<file path="src/rtdc_pkg.sv">
// Constants, field layouts and carrier types for the reference/test DAC block
package rtdc_pkg;

  // ----------------------------------------------------------------------
  // Register indices (byte address is four times the index)
  // ----------------------------------------------------------------------
  localparam logic [9:0] RTDC_IDX_REFSEL = 10'h00F; // Reference select
  localparam logic [9:0] RTDC_IDX_POSDAC = 10'h010; // Positive test DAC
  localparam logic [9:0] RTDC_IDX_NEGDAC = 10'h011; // Negative test DAC
  localparam logic [9:0] RTDC_IDX_STATUS = 10'h020; // Code check status
  localparam int RTDC_IDX_MSB = 11; // Word index bits of HADDR
  localparam int RTDC_IDX_LSB = 2;

  // ----------------------------------------------------------------------
  // Field layout and reset values
  // ----------------------------------------------------------------------
  localparam int RTDC_REFP_MSB = 5; // Positive reference select
  localparam int RTDC_REFP_LSB = 3;
  localparam int RTDC_REFN_MSB = 2; // Negative reference select
  localparam int RTDC_REFN_LSB = 0;
  localparam int RTDC_CONN_BIT = 7; // Test DAC pin connect
  localparam int RTDC_LVL_MSB = 4;  // Test DAC level code
  localparam int RTDC_LVL_LSB = 0;
  localparam logic [7:0] RTDC_REFSEL_RST = 8'h00;
  localparam logic [7:0] RTDC_DAC_RST = 8'h00;
  localparam logic [7:0] RTDC_REFSEL_WMASK = 8'h3F; // Bits 7:6 reserved
  localparam logic [7:0] RTDC_DAC_WMASK = 8'h9F;    // Bits 6:5 reserved
  localparam logic [31:0] RTDC_RDATA_ZERO = 32'h0000_0000;

  // ----------------------------------------------------------------------
  // Reference select codes and one-hot route positions
  // ----------------------------------------------------------------------
  localparam logic [2:0] RTDC_REF_INTERNAL = 3'h0; // Internal 2.5 V node
  localparam logic [2:0] RTDC_REF_EXT_A = 3'h1;    // Inputs 0 / 1
  localparam logic [2:0] RTDC_REF_EXT_B = 3'h2;    // Inputs 2 / 3
  localparam logic [2:0] RTDC_REF_EXT_C = 3'h3;    // Inputs 4 / 5
  localparam logic [2:0] RTDC_REF_SUPPLY = 3'h4;   // Analog supply rail
  localparam logic [4:0] RTDC_ROUTE_NONE = 5'h00;

  // ----------------------------------------------------------------------
  // Test DAC level: units of 1/128 V above the negative analog supply
  // ----------------------------------------------------------------------
  localparam logic [9:0] RTDC_LVL_MID = 10'h140;  // 2.5 V midpoint
  localparam logic [3:0] RTDC_EXP_POS_MAX = 4'h9; // 4.5 V top code
  localparam logic [3:0] RTDC_EXP_NEG_MAX = 4'h8; // 1.5 V bottom code
  localparam logic [3:0] RTDC_EXP_ZERO = 4'h0;
  localparam logic [9:0] RTDC_LVL_ONE = 10'h001;
  localparam int RTDC_NUM_DAC = 2; // Positive then negative test DAC

  // ----------------------------------------------------------------------
  // Bus constants, data-phase kinds and carrier structs
  // ----------------------------------------------------------------------
  localparam logic [1:0] RTDC_HRESP_OKAY = 2'b00;
  typedef enum logic [1:0] {PH_IDLE, PH_WRITE, PH_READ} rtdc_phase_e;

  // Reference routing: bit 0 internal, 1..3 external, 4 supply
  typedef struct packed {
    logic [4:0] pos_onehot;
    logic [4:0] neg_onehot;
  } rtdc_ref_route_s;

  // One test DAC's analog controls
  typedef struct packed {
    logic pin_connect;
    logic [9:0] level;
    logic code_ok;
  } rtdc_dac_s;

endpackage

</file>
<file path="src/rtdc_level_decode.sv">
// Test DAC level code to output level decoder
`timescale 1ns/1ns
module rtdc_level_decode
  import rtdc_pkg::*;
(
  // Level code from the control register
  input wire logic [4:0] code,
  // Decoded level and code check
  output logic [9:0] level,
  output logic ok
);

  // ----------------------------------------------------------------------
  // Decode
  // ----------------------------------------------------------------------
  logic below; // Bit 4 selects outputs below midpoint
  logic [3:0] expo; // Power-of-two step exponent plus one
  logic [3:0] shamt; // Shift for the step
  logic [9:0] step; // Step size from midpoint

  // Binary weighted steps around the midpoint; reserved codes park at 2.5 V
  always_comb begin
    below = code[4];
    expo = code[3:0];
    shamt = (expo == RTDC_EXP_ZERO) ? RTDC_EXP_ZERO : expo - 4'h1;
    step = RTDC_LVL_ONE << shamt;
    if (code == 5'h00) begin
      ok = 1'b1;
    end else if (expo == RTDC_EXP_ZERO) begin
      ok = 1'b0;
    end else if (below) begin
      ok = (expo <= RTDC_EXP_NEG_MAX);
    end else begin
      ok = (expo <= RTDC_EXP_POS_MAX);
    end
    if (!ok || expo == RTDC_EXP_ZERO) begin
      level = RTDC_LVL_MID;
    end else if (below) begin
      level = RTDC_LVL_MID - step;
    end else begin
      level = RTDC_LVL_MID + step;
    end
  end

endmodule // rtdc_level_decode

</file>
<file path="src/rtdc_top.sv">
// Reference select and test DAC control registers on an AHB-Lite slave
//
// Implementation choice: the AHB-Lite interface to the registers.
`timescale 1ns/1ns
module rtdc_top
  import rtdc_pkg::*;
(
  // Clock and reset
  input wire logic MCLK,
  input wire logic SYS_RST,
  // AHB-Lite slave
  input wire logic HSEL,
  input wire logic [31:0] HADDR,
  input wire logic [1:0] HTRANS,
  input wire logic HWRITE,
  input wire logic [2:0] HSIZE,
  input wire logic [31:0] HWDATA,
  input wire logic HREADY,
  output logic [31:0] HRDATA,
  output logic HREADYOUT,
  output logic [1:0] HRESP,
  // Analog front-end controls
  output rtdc_pkg::rtdc_ref_route_s REF_ROUTE,
  output rtdc_pkg::rtdc_dac_s POS_DAC,
  output rtdc_pkg::rtdc_dac_s NEG_DAC
);

  // ----------------------------------------------------------------------
  // Helper functions
  // ----------------------------------------------------------------------

  // Word index match for one register
  function automatic logic idx_hit(input logic [9:0] idx,
                                   input logic [9:0] want);
    idx_hit = (idx == want);
  endfunction

  // Reference code to one-hot switch; reserved codes close nothing
  function automatic logic [4:0] ref_onehot(input logic [2:0] code);
    logic [4:0] res;
    res = RTDC_ROUTE_NONE;
    if (code <= RTDC_REF_SUPPLY) begin
      res[code] = 1'b1;
    end
    ref_onehot = res;
  endfunction

  // ----------------------------------------------------------------------
  // Bus address phase capture
  // ----------------------------------------------------------------------
  rtdc_phase_e phase_reg; // Kind of the pending data phase
  logic [9:0] idx_reg; // Word index of the pending data phase
  logic take; // Address phase accepted this edge

  // A transfer is taken on NONSEQ or SEQ with the bus ready
  assign take = HSEL && HREADY && HTRANS[1];

  // Data phase kind follows the accepted address phase
  always_ff @(posedge MCLK or posedge SYS_RST) begin
    if (SYS_RST) begin
      phase_reg <= PH_IDLE;
    end else if (HREADY) begin
      if (!take) begin
        phase_reg <= PH_IDLE;
      end else if (HWRITE) begin
        phase_reg <= PH_WRITE;
      end else begin
        phase_reg <= PH_READ;
      end
    end
  end

  // Word index held for the data phase
  always_ff @(posedge MCLK or posedge SYS_RST) begin
    if (SYS_RST) begin
      idx_reg <= 10'h000;
    end else if (take) begin
      idx_reg <= HADDR[RTDC_IDX_MSB:RTDC_IDX_LSB];
    end
  end

  // Zero wait states, always OKAY
  assign HREADYOUT = 1'b1;
  assign HRESP = RTDC_HRESP_OKAY;

  // ----------------------------------------------------------------------
  // Control registers
  // ----------------------------------------------------------------------
  logic [7:0] ref_reg; // Reference select register
  logic [7:0] dac_reg [RTDC_NUM_DAC]; // Test DAC control registers
  logic wr_now; // Write data phase completes this edge

  // Writes land at the end of the data phase
  assign wr_now = (phase_reg == PH_WRITE) && HREADY;

  // Reference select; reserved bits never stored
  always_ff @(posedge MCLK or posedge SYS_RST) begin
    if (SYS_RST) begin
      ref_reg <= RTDC_REFSEL_RST;
    end else if (wr_now && idx_hit(idx_reg, RTDC_IDX_REFSEL)) begin
      ref_reg <= HWDATA[7:0] & RTDC_REFSEL_WMASK;
    end
  end

  // ----------------------------------------------------------------------
  // Test DAC registers and decoded outputs
  // ----------------------------------------------------------------------
  rtdc_dac_s dac_q [RTDC_NUM_DAC]; // Registered DAC controls

  for (genvar gi = 0; gi < RTDC_NUM_DAC; gi++) begin : g_dac
    logic [9:0] idx_me; // This DAC's register index
    logic [9:0] lvl; // Decoded level
    logic lvl_ok; // Code is a listed one

    assign idx_me = (gi == 0) ? RTDC_IDX_POSDAC : RTDC_IDX_NEGDAC;

    // Control register; bits 6:5 always zero
    always_ff @(posedge MCLK or posedge SYS_RST) begin
      if (SYS_RST) begin
        dac_reg[gi] <= RTDC_DAC_RST;
      end else if (wr_now && idx_hit(idx_reg, idx_me)) begin
        dac_reg[gi] <= HWDATA[7:0] & RTDC_DAC_WMASK;
      end
    end

    // Level code to output level
    rtdc_level_decode u_lvl (
      .code(dac_reg[gi][RTDC_LVL_MSB:RTDC_LVL_LSB]),
      .level(lvl),
      .ok(lvl_ok)
    );

    // Registered analog controls
    always_ff @(posedge MCLK or posedge SYS_RST) begin
      if (SYS_RST) begin
        dac_q[gi].pin_connect <= 1'b0;
        dac_q[gi].level <= RTDC_LVL_MID;
        dac_q[gi].code_ok <= 1'b1;
      end else begin
        dac_q[gi].pin_connect <= dac_reg[gi][RTDC_CONN_BIT];
        dac_q[gi].level <= lvl;
        dac_q[gi].code_ok <= lvl_ok;
      end
    end
  end

  // Positive DAC drives input 6, negative DAC input 7
  assign POS_DAC = dac_q[0];
  assign NEG_DAC = dac_q[1];

  // ----------------------------------------------------------------------
  // Reference routing
  // ----------------------------------------------------------------------
  rtdc_ref_route_s route_reg; // Registered reference switches

  // One-hot switch drive from the select fields
  always_ff @(posedge MCLK or posedge SYS_RST) begin
    if (SYS_RST) begin
      route_reg.pos_onehot <= ref_onehot(RTDC_REF_INTERNAL);
      route_reg.neg_onehot <= ref_onehot(RTDC_REF_INTERNAL);
    end else begin
      route_reg.pos_onehot <=
        ref_onehot(ref_reg[RTDC_REFP_MSB:RTDC_REFP_LSB]);
      route_reg.neg_onehot <=
        ref_onehot(ref_reg[RTDC_REFN_MSB:RTDC_REFN_LSB]);
    end
  end

  assign REF_ROUTE = route_reg;

  // ----------------------------------------------------------------------
  // Read data
  // ----------------------------------------------------------------------
  logic [3:0] status; // Live code check flags

  // Bit set means the field holds a reserved code
  always_comb begin
    status[0] = (route_reg.pos_onehot == RTDC_ROUTE_NONE);
    status[1] = (route_reg.neg_onehot == RTDC_ROUTE_NONE);
    status[2] = !dac_q[0].code_ok;
    status[3] = !dac_q[1].code_ok;
  end

  // Read mux; unmapped words and upper bits read zero
  always_comb begin
    HRDATA = RTDC_RDATA_ZERO;
    if (phase_reg == PH_READ) begin
      if (idx_hit(idx_reg, RTDC_IDX_REFSEL)) begin
        HRDATA[7:0] = ref_reg;
      end else if (idx_hit(idx_reg, RTDC_IDX_POSDAC)) begin
        HRDATA[7:0] = dac_reg[0];
      end else if (idx_hit(idx_reg, RTDC_IDX_NEGDAC)) begin
        HRDATA[7:0] = dac_reg[1];
      end else if (idx_hit(idx_reg, RTDC_IDX_STATUS)) begin
        HRDATA[3:0] = status;
      end
    end
  end

  // ----------------------------------------------------------------------
  // Assertions
  // ----------------------------------------------------------------------

  // All three registers are zero on the edge after reset
  reset_values_a: assert property (
    @(posedge MCLK) SYS_RST |=> (ref_reg == RTDC_REFSEL_RST)
      && (dac_reg[0] == RTDC_DAC_RST) && (dac_reg[1] == RTDC_DAC_RST))
    else $error("registers not zero after reset");

  // A write to the reference word stores only the unreserved bits
  refsel_write_a: assert property (
    @(posedge MCLK) disable iff (SYS_RST)
    (wr_now && idx_reg == RTDC_IDX_REFSEL)
      |=> ref_reg == ($past(HWDATA[7:0]) & RTDC_REFSEL_WMASK))
    else $error("reference write not stored");

  // Positive internal reference code closes only the internal switch
  refp_internal_a: assert property (
    @(posedge MCLK) disable iff (SYS_RST)
    (ref_reg[RTDC_REFP_MSB:RTDC_REFP_LSB] == RTDC_REF_INTERNAL)
      |=> REF_ROUTE.pos_onehot == 5'h01)
    else $error("positive internal reference not routed");

  // Positive external B code held for two edges closes only switch 2
  refp_route_a: assert property (
    @(posedge MCLK) disable iff (SYS_RST)
    (ref_reg[5:3] == RTDC_REF_EXT_B) ##1 (ref_reg[5:3] == RTDC_REF_EXT_B)
      |-> REF_ROUTE.pos_onehot == 5'h04)
    else $error("positive reference input 2 not routed");

  // Negative reserved codes open all switches and set status bit 1
  refn_route_a: assert property (
    @(posedge MCLK) disable iff (SYS_RST)
    (ref_reg[2:0] > RTDC_REF_SUPPLY) |=> !(|REF_ROUTE.neg_onehot)
      ##0 (status[1] == 1'b1))
    else $error("reserved negative reference not opened");

  // Reads never return set bits outside the fields
  rsvd_read_a: assert property (
    @(posedge MCLK) disable iff (SYS_RST)
    (phase_reg == PH_READ) |-> (HRDATA[31:8] == 24'h00_0000)
      && !(idx_reg == RTDC_IDX_REFSEL && |HRDATA[7:6])
      && !(idx_reg == RTDC_IDX_POSDAC && |HRDATA[6:5])
      && !(idx_reg == RTDC_IDX_NEGDAC && |HRDATA[6:5]))
    else $error("reserved bits read non-zero");

  // Connect bits follow their registers one edge later
  connect_pins_a: assert property (
    @(posedge MCLK) disable iff (SYS_RST)
    1'b1 |=> (POS_DAC.pin_connect == $past(dac_reg[0][7]))
      && (NEG_DAC.pin_connect == $past(dac_reg[1][7])))
    else $error("test DAC pin connect mismatch");

  // Extreme codes give 4.5 V and 1.5 V
  level_ends_a: assert property (
    @(posedge MCLK) disable iff (SYS_RST)
    1'b1 |=> ($past(dac_reg[0][4:0]) != 5'h09 || POS_DAC.level == 10'h240)
      && ($past(dac_reg[1][4:0]) != 5'h18 || NEG_DAC.level == 10'h0C0))
    else $error("test DAC end levels wrong");

  // Smallest step below sits one unit under the midpoint
  level_steps_a: assert property (
    @(posedge MCLK) disable iff (SYS_RST)
    (dac_reg[1][4:0] == 5'h11) |=> NEG_DAC.level == 10'h13F
      && NEG_DAC.code_ok)
    else $error("smallest step below midpoint wrong");

  // Reserved positive level code 0x19 is flagged and parks at midpoint
  level_rsvd_a: assert property (
    @(posedge MCLK) disable iff (SYS_RST)
    (dac_reg[0][4:0] == 5'h19) |=> !POS_DAC.code_ok
      && POS_DAC.level == RTDC_LVL_MID)
    else $error("reserved level code not flagged");

endmodule // rtdc_top

</file>
<file path="config.mk">
export PLATFORM = sky130hd
export DESIGN_NAME = rtdc_top
export DESIGN_NICKNAME = d
export VERILOG_FILES = /design/src/rtdc_pkg.sv /design/src/rtdc_level_decode.sv /design/src/rtdc_top.sv
export SDC_FILE = /design/constraint.sdc
export NUM_CORES = 1
export LEC_CHECK = 0
export ABC_AREA = 1
export BUFFER_PORTS_ARGS = -buffer_cell sky130_fd_sc_hd__buf_4
export CAP_MARGIN = 20
export CORE_MARGIN = 2
export CORE_UTILIZATION = 25
export CTS_CLUSTER_DIAMETER = 100
export CTS_CLUSTER_SIZE = 20
export DETAILED_ROUTE_END_ITERATION = 8
export SKIP_LAST_GASP = 1
export SLEW_MARGIN = 10
export SYNTH_ARGS = -nofsm -noshare
export SYNTH_HDL_FRONTEND = slang
export SYNTH_SLANG_ARGS = --single-unit
</file>
<file path="constraint.sdc">
create_clock -name MCLK -period 2.3 [get_ports MCLK]
set_input_delay 0.115 -clock MCLK [delete_from_list [all_inputs] [get_ports MCLK]]
set_output_delay 0.115 -clock MCLK [all_outputs]
set_load 0.01 [all_outputs]
</file>
==> out/qor.csv <==
metric;value;unit
status;completed;
ys_seq_area_frac;0.4711;
cts_setup_buffers;0;
holdPathEnd;ref_reg[5];
cp_max_fo;12;
ir_worst_vdd;390.2;uV
syn2layout_area_growth;26.26;%
max_slew_margin;0.5853;
antenna_found_initial;0;
syn_inst;413;
place_area;0.003971;sq mm
r2r_end;POS_DAC[9];
hold_start;HWDATA[5];
hold_viol_final;0;
synth_flop_cell;dfrtp_1;
cts_tree;yes;
pin_count;143;
grt_pass1_vias;2684;
power.density;644.5;mW/mm^2
grt_max_degree;29;
via_per_inst;4.201;
path_class;flip-flop to primary output;
cts_num_sinks;64;
r2r_slack;0.53;ns
antenna_cells;0;
routabilityCongestion;0.8216;
cts_max_path_buffers;2;
start_kind;flip-flop;
critPathArrivalTime;1.92;ns
setup_violations;0;
post-route-period-util;0.8830;
hold_path_class;input port to flip-flop;
design_area;0.004319;sq mm
cts_buffers;9;
slew_viol_final;0;
drc_errors;0;
synthArstFlopShare;1.000;
root_buffer;clkbuf_16;
crit_chain;nor2_1 -> nand2_1 -> nor2_4 -> nand2_2 -> nand2_1 -> nand2_1 -> a21oi_1 -> buf_4;
ys_ff_latch;64;
layout_common_cells;nand2_1, buf_4, dfrtp_1;
worst-slew-pin-transition;0.6202;ns
synth.avg_cell_area;8.283;sq um
finalWirelength;8046;um
core;0.01330;sq mm
yosys-top-cells-area;dfrtp_1, nand2_1, buf_4;
port-buffer-count;63;
routedWlPerCell;12.14;um
path_delay_family;simple AND/OR/NAND/NOR gates;
crit_top_cell;nand2_1;
grt_pass1_wl;12870;um
drive_gt1_frac;0.2505;
overflow;0;
synth_top_area_share;0.4097;
synthDistinctLibCells;36;
post-route-min-period;2.031;ns
initial_utilization;0.2573;
final_common_cell;nand2_1;
cpPeakStageDelay;0.37;ns
yosysTopAreaCell;dfrtp_1;
endpoint_kind;primary output;
dieWidth;121.0;um
grt_usage;0.1128;
nets;564;
first_iter_violations;188;
vias;2785;
dieArea;0.01464;sq mm
fp.dieH;121.0;um
htree_levels;3;
clk_pin_slew;0.05;ns
rr_worst_depth;10;
worstHoldPathCells;3;
reg2reg_from;dac_reg[11];
firstDrtPassIters;4;
fin_skew;0.007667;ns
ant_nets;0;
ys_warn_count;0;
rows;42;
rsz0062_at_grt;false;
synth_enable_flop_cells;0;
critical_path.slowest_cell;dfrtp_1;
syn_area;0.003421;sq mm
finalSetupTns;0;ns
clk_latency;0.32;ns
max_cap_viol_count;0;
required;2.18;ns
fmax;492.4;MHz
path_buf_inv;1;
post-dp-hpwl;6135;um
p_leak;2.167;nW
-- cell usage after synthesis (3+ instances only) --
| library cell | instances |
|---|---|
| dfrtp_1 | 56 |
| a21oi_1 | 16 |
| nand3_1 | 29 |
| o211ai_1 | 4 |
| o21ai_2 | 6 |
| nand2_2 | 5 |
| dfstp_2 | 8 |
| nor2_1 | 44 |
| buf_2 | 3 |
| nand4_1 | 3 |
| buf_4 | 29 |
| clkbuf_1 | 4 |
| xor2_1 | 3 |
| nor2_2 | 4 |
| o21ai_0 | 11 |
| mux2_2 | 6 |
| inv_1 | 49 |
| nor3_1 | 10 |
| inv_2 | 4 |
| o21ai_1 | 6 |
| ha_1 | 7 |
| nand2_1 | 86 |
-- final cells by class --
cell class | instances | area, sq um
fillers | 1418 | 8976
clock inverters | 4 | 70.07
flip-flops and latches | 64 | 1612
clock buffers | 11 | 232.7
inverters | 53 | 198.9
repair buffers | 71 | 543.0
multi-input cells | 284 | 1443
well taps | 176 | 220.2
-- power by group --
| part | leakage (nW) | switching (W) | internal, W |
|---|---|---|---|
| combinational | 1.21 | 0.000133 | 0.0000769 |
| sequential | 0.808 | 0.0000256 | 0.00117 |
| clock | 0.149 | 0.000444 | 0.000937 |
-- layer usage --
layer / vias up / GRT usage / part of all wire
met5: - / 0 / 0
met1: 1289 / 0.1475 / 0.46
li1: 1401 / - / -
met2: 93 / 0.1794 / 0.46
met3: 2 / 0.04323 / 0.073
met4: 0 / 0.01962 / 0.0024
-- metrics by stage --
step	std cells	setup slack, ns	util	hold slack, ns	power (W)
6_report	663	0.2691	0.3249	0.01055	0.002784
5_1_grt	663	0.1060	0.3249	0.006770	0.002918
4_1_cts	663	0.1310	0.3245	0.00001318	0.002822
3_5_place_dp	644	0.4921	0.2987	0.2247	0.001415
3_3_place_gp	644	0.5153	0.2987	0.2153	0.001409
2_1_floorplan	439	0.6001	-	0.2140	0.001378
-- worst reg2reg max path: cells and delay by family (launching register included) --
kind / cells / cell delay, ns
DFF: 1 / 0.47
and+or+nand+nor: 7 / 0.88
adders and majority gates: 1 / 0.20
buffers and inverters: 2 / 0.17
-- how the worst max path moves through the flow --
stage	startpoint	to	slack, ns	cells after the start
floorplan	SYS_RST	NEG_DAC[10]	0.60	1
global placement	idx_reg[6]	HRDATA[2]	0.52	8
detailed placement	idx_reg[6]	HRDATA[7]	0.49	8
CTS	idx_reg[6]	HRDATA[7]	0.13	8
global route	idx_reg[6]	HRDATA[1]	0.11	8
finish	idx_reg[6]	HRDATA[2]	0.27	8
-- cells by family (layout without fill, tap and decap cells) --
kind of cell	count (synthesis)	in the layout	synth area share
AND/OR/NAND/NOR	188	188	0.2399
buffers and inverters	91	139	0.1372
multiplexers	6	6	0.01975
other	2	28	0.002195
flip-flops	64	64	0.4711
adder cells (fa/ha/maj)	7	7	0.02560
AO/OA/AOI/OAI	52	52	0.09656
XOR/XNOR	3	3	0.007682
-- repair_timing --
item,CTS,global route
endpoints found under the setup margin,0,3
endpoints found under the hold margin,24,0
gates resized for setup,0,1
hold buffers,4,0
(Power assumes the default switching activity.)
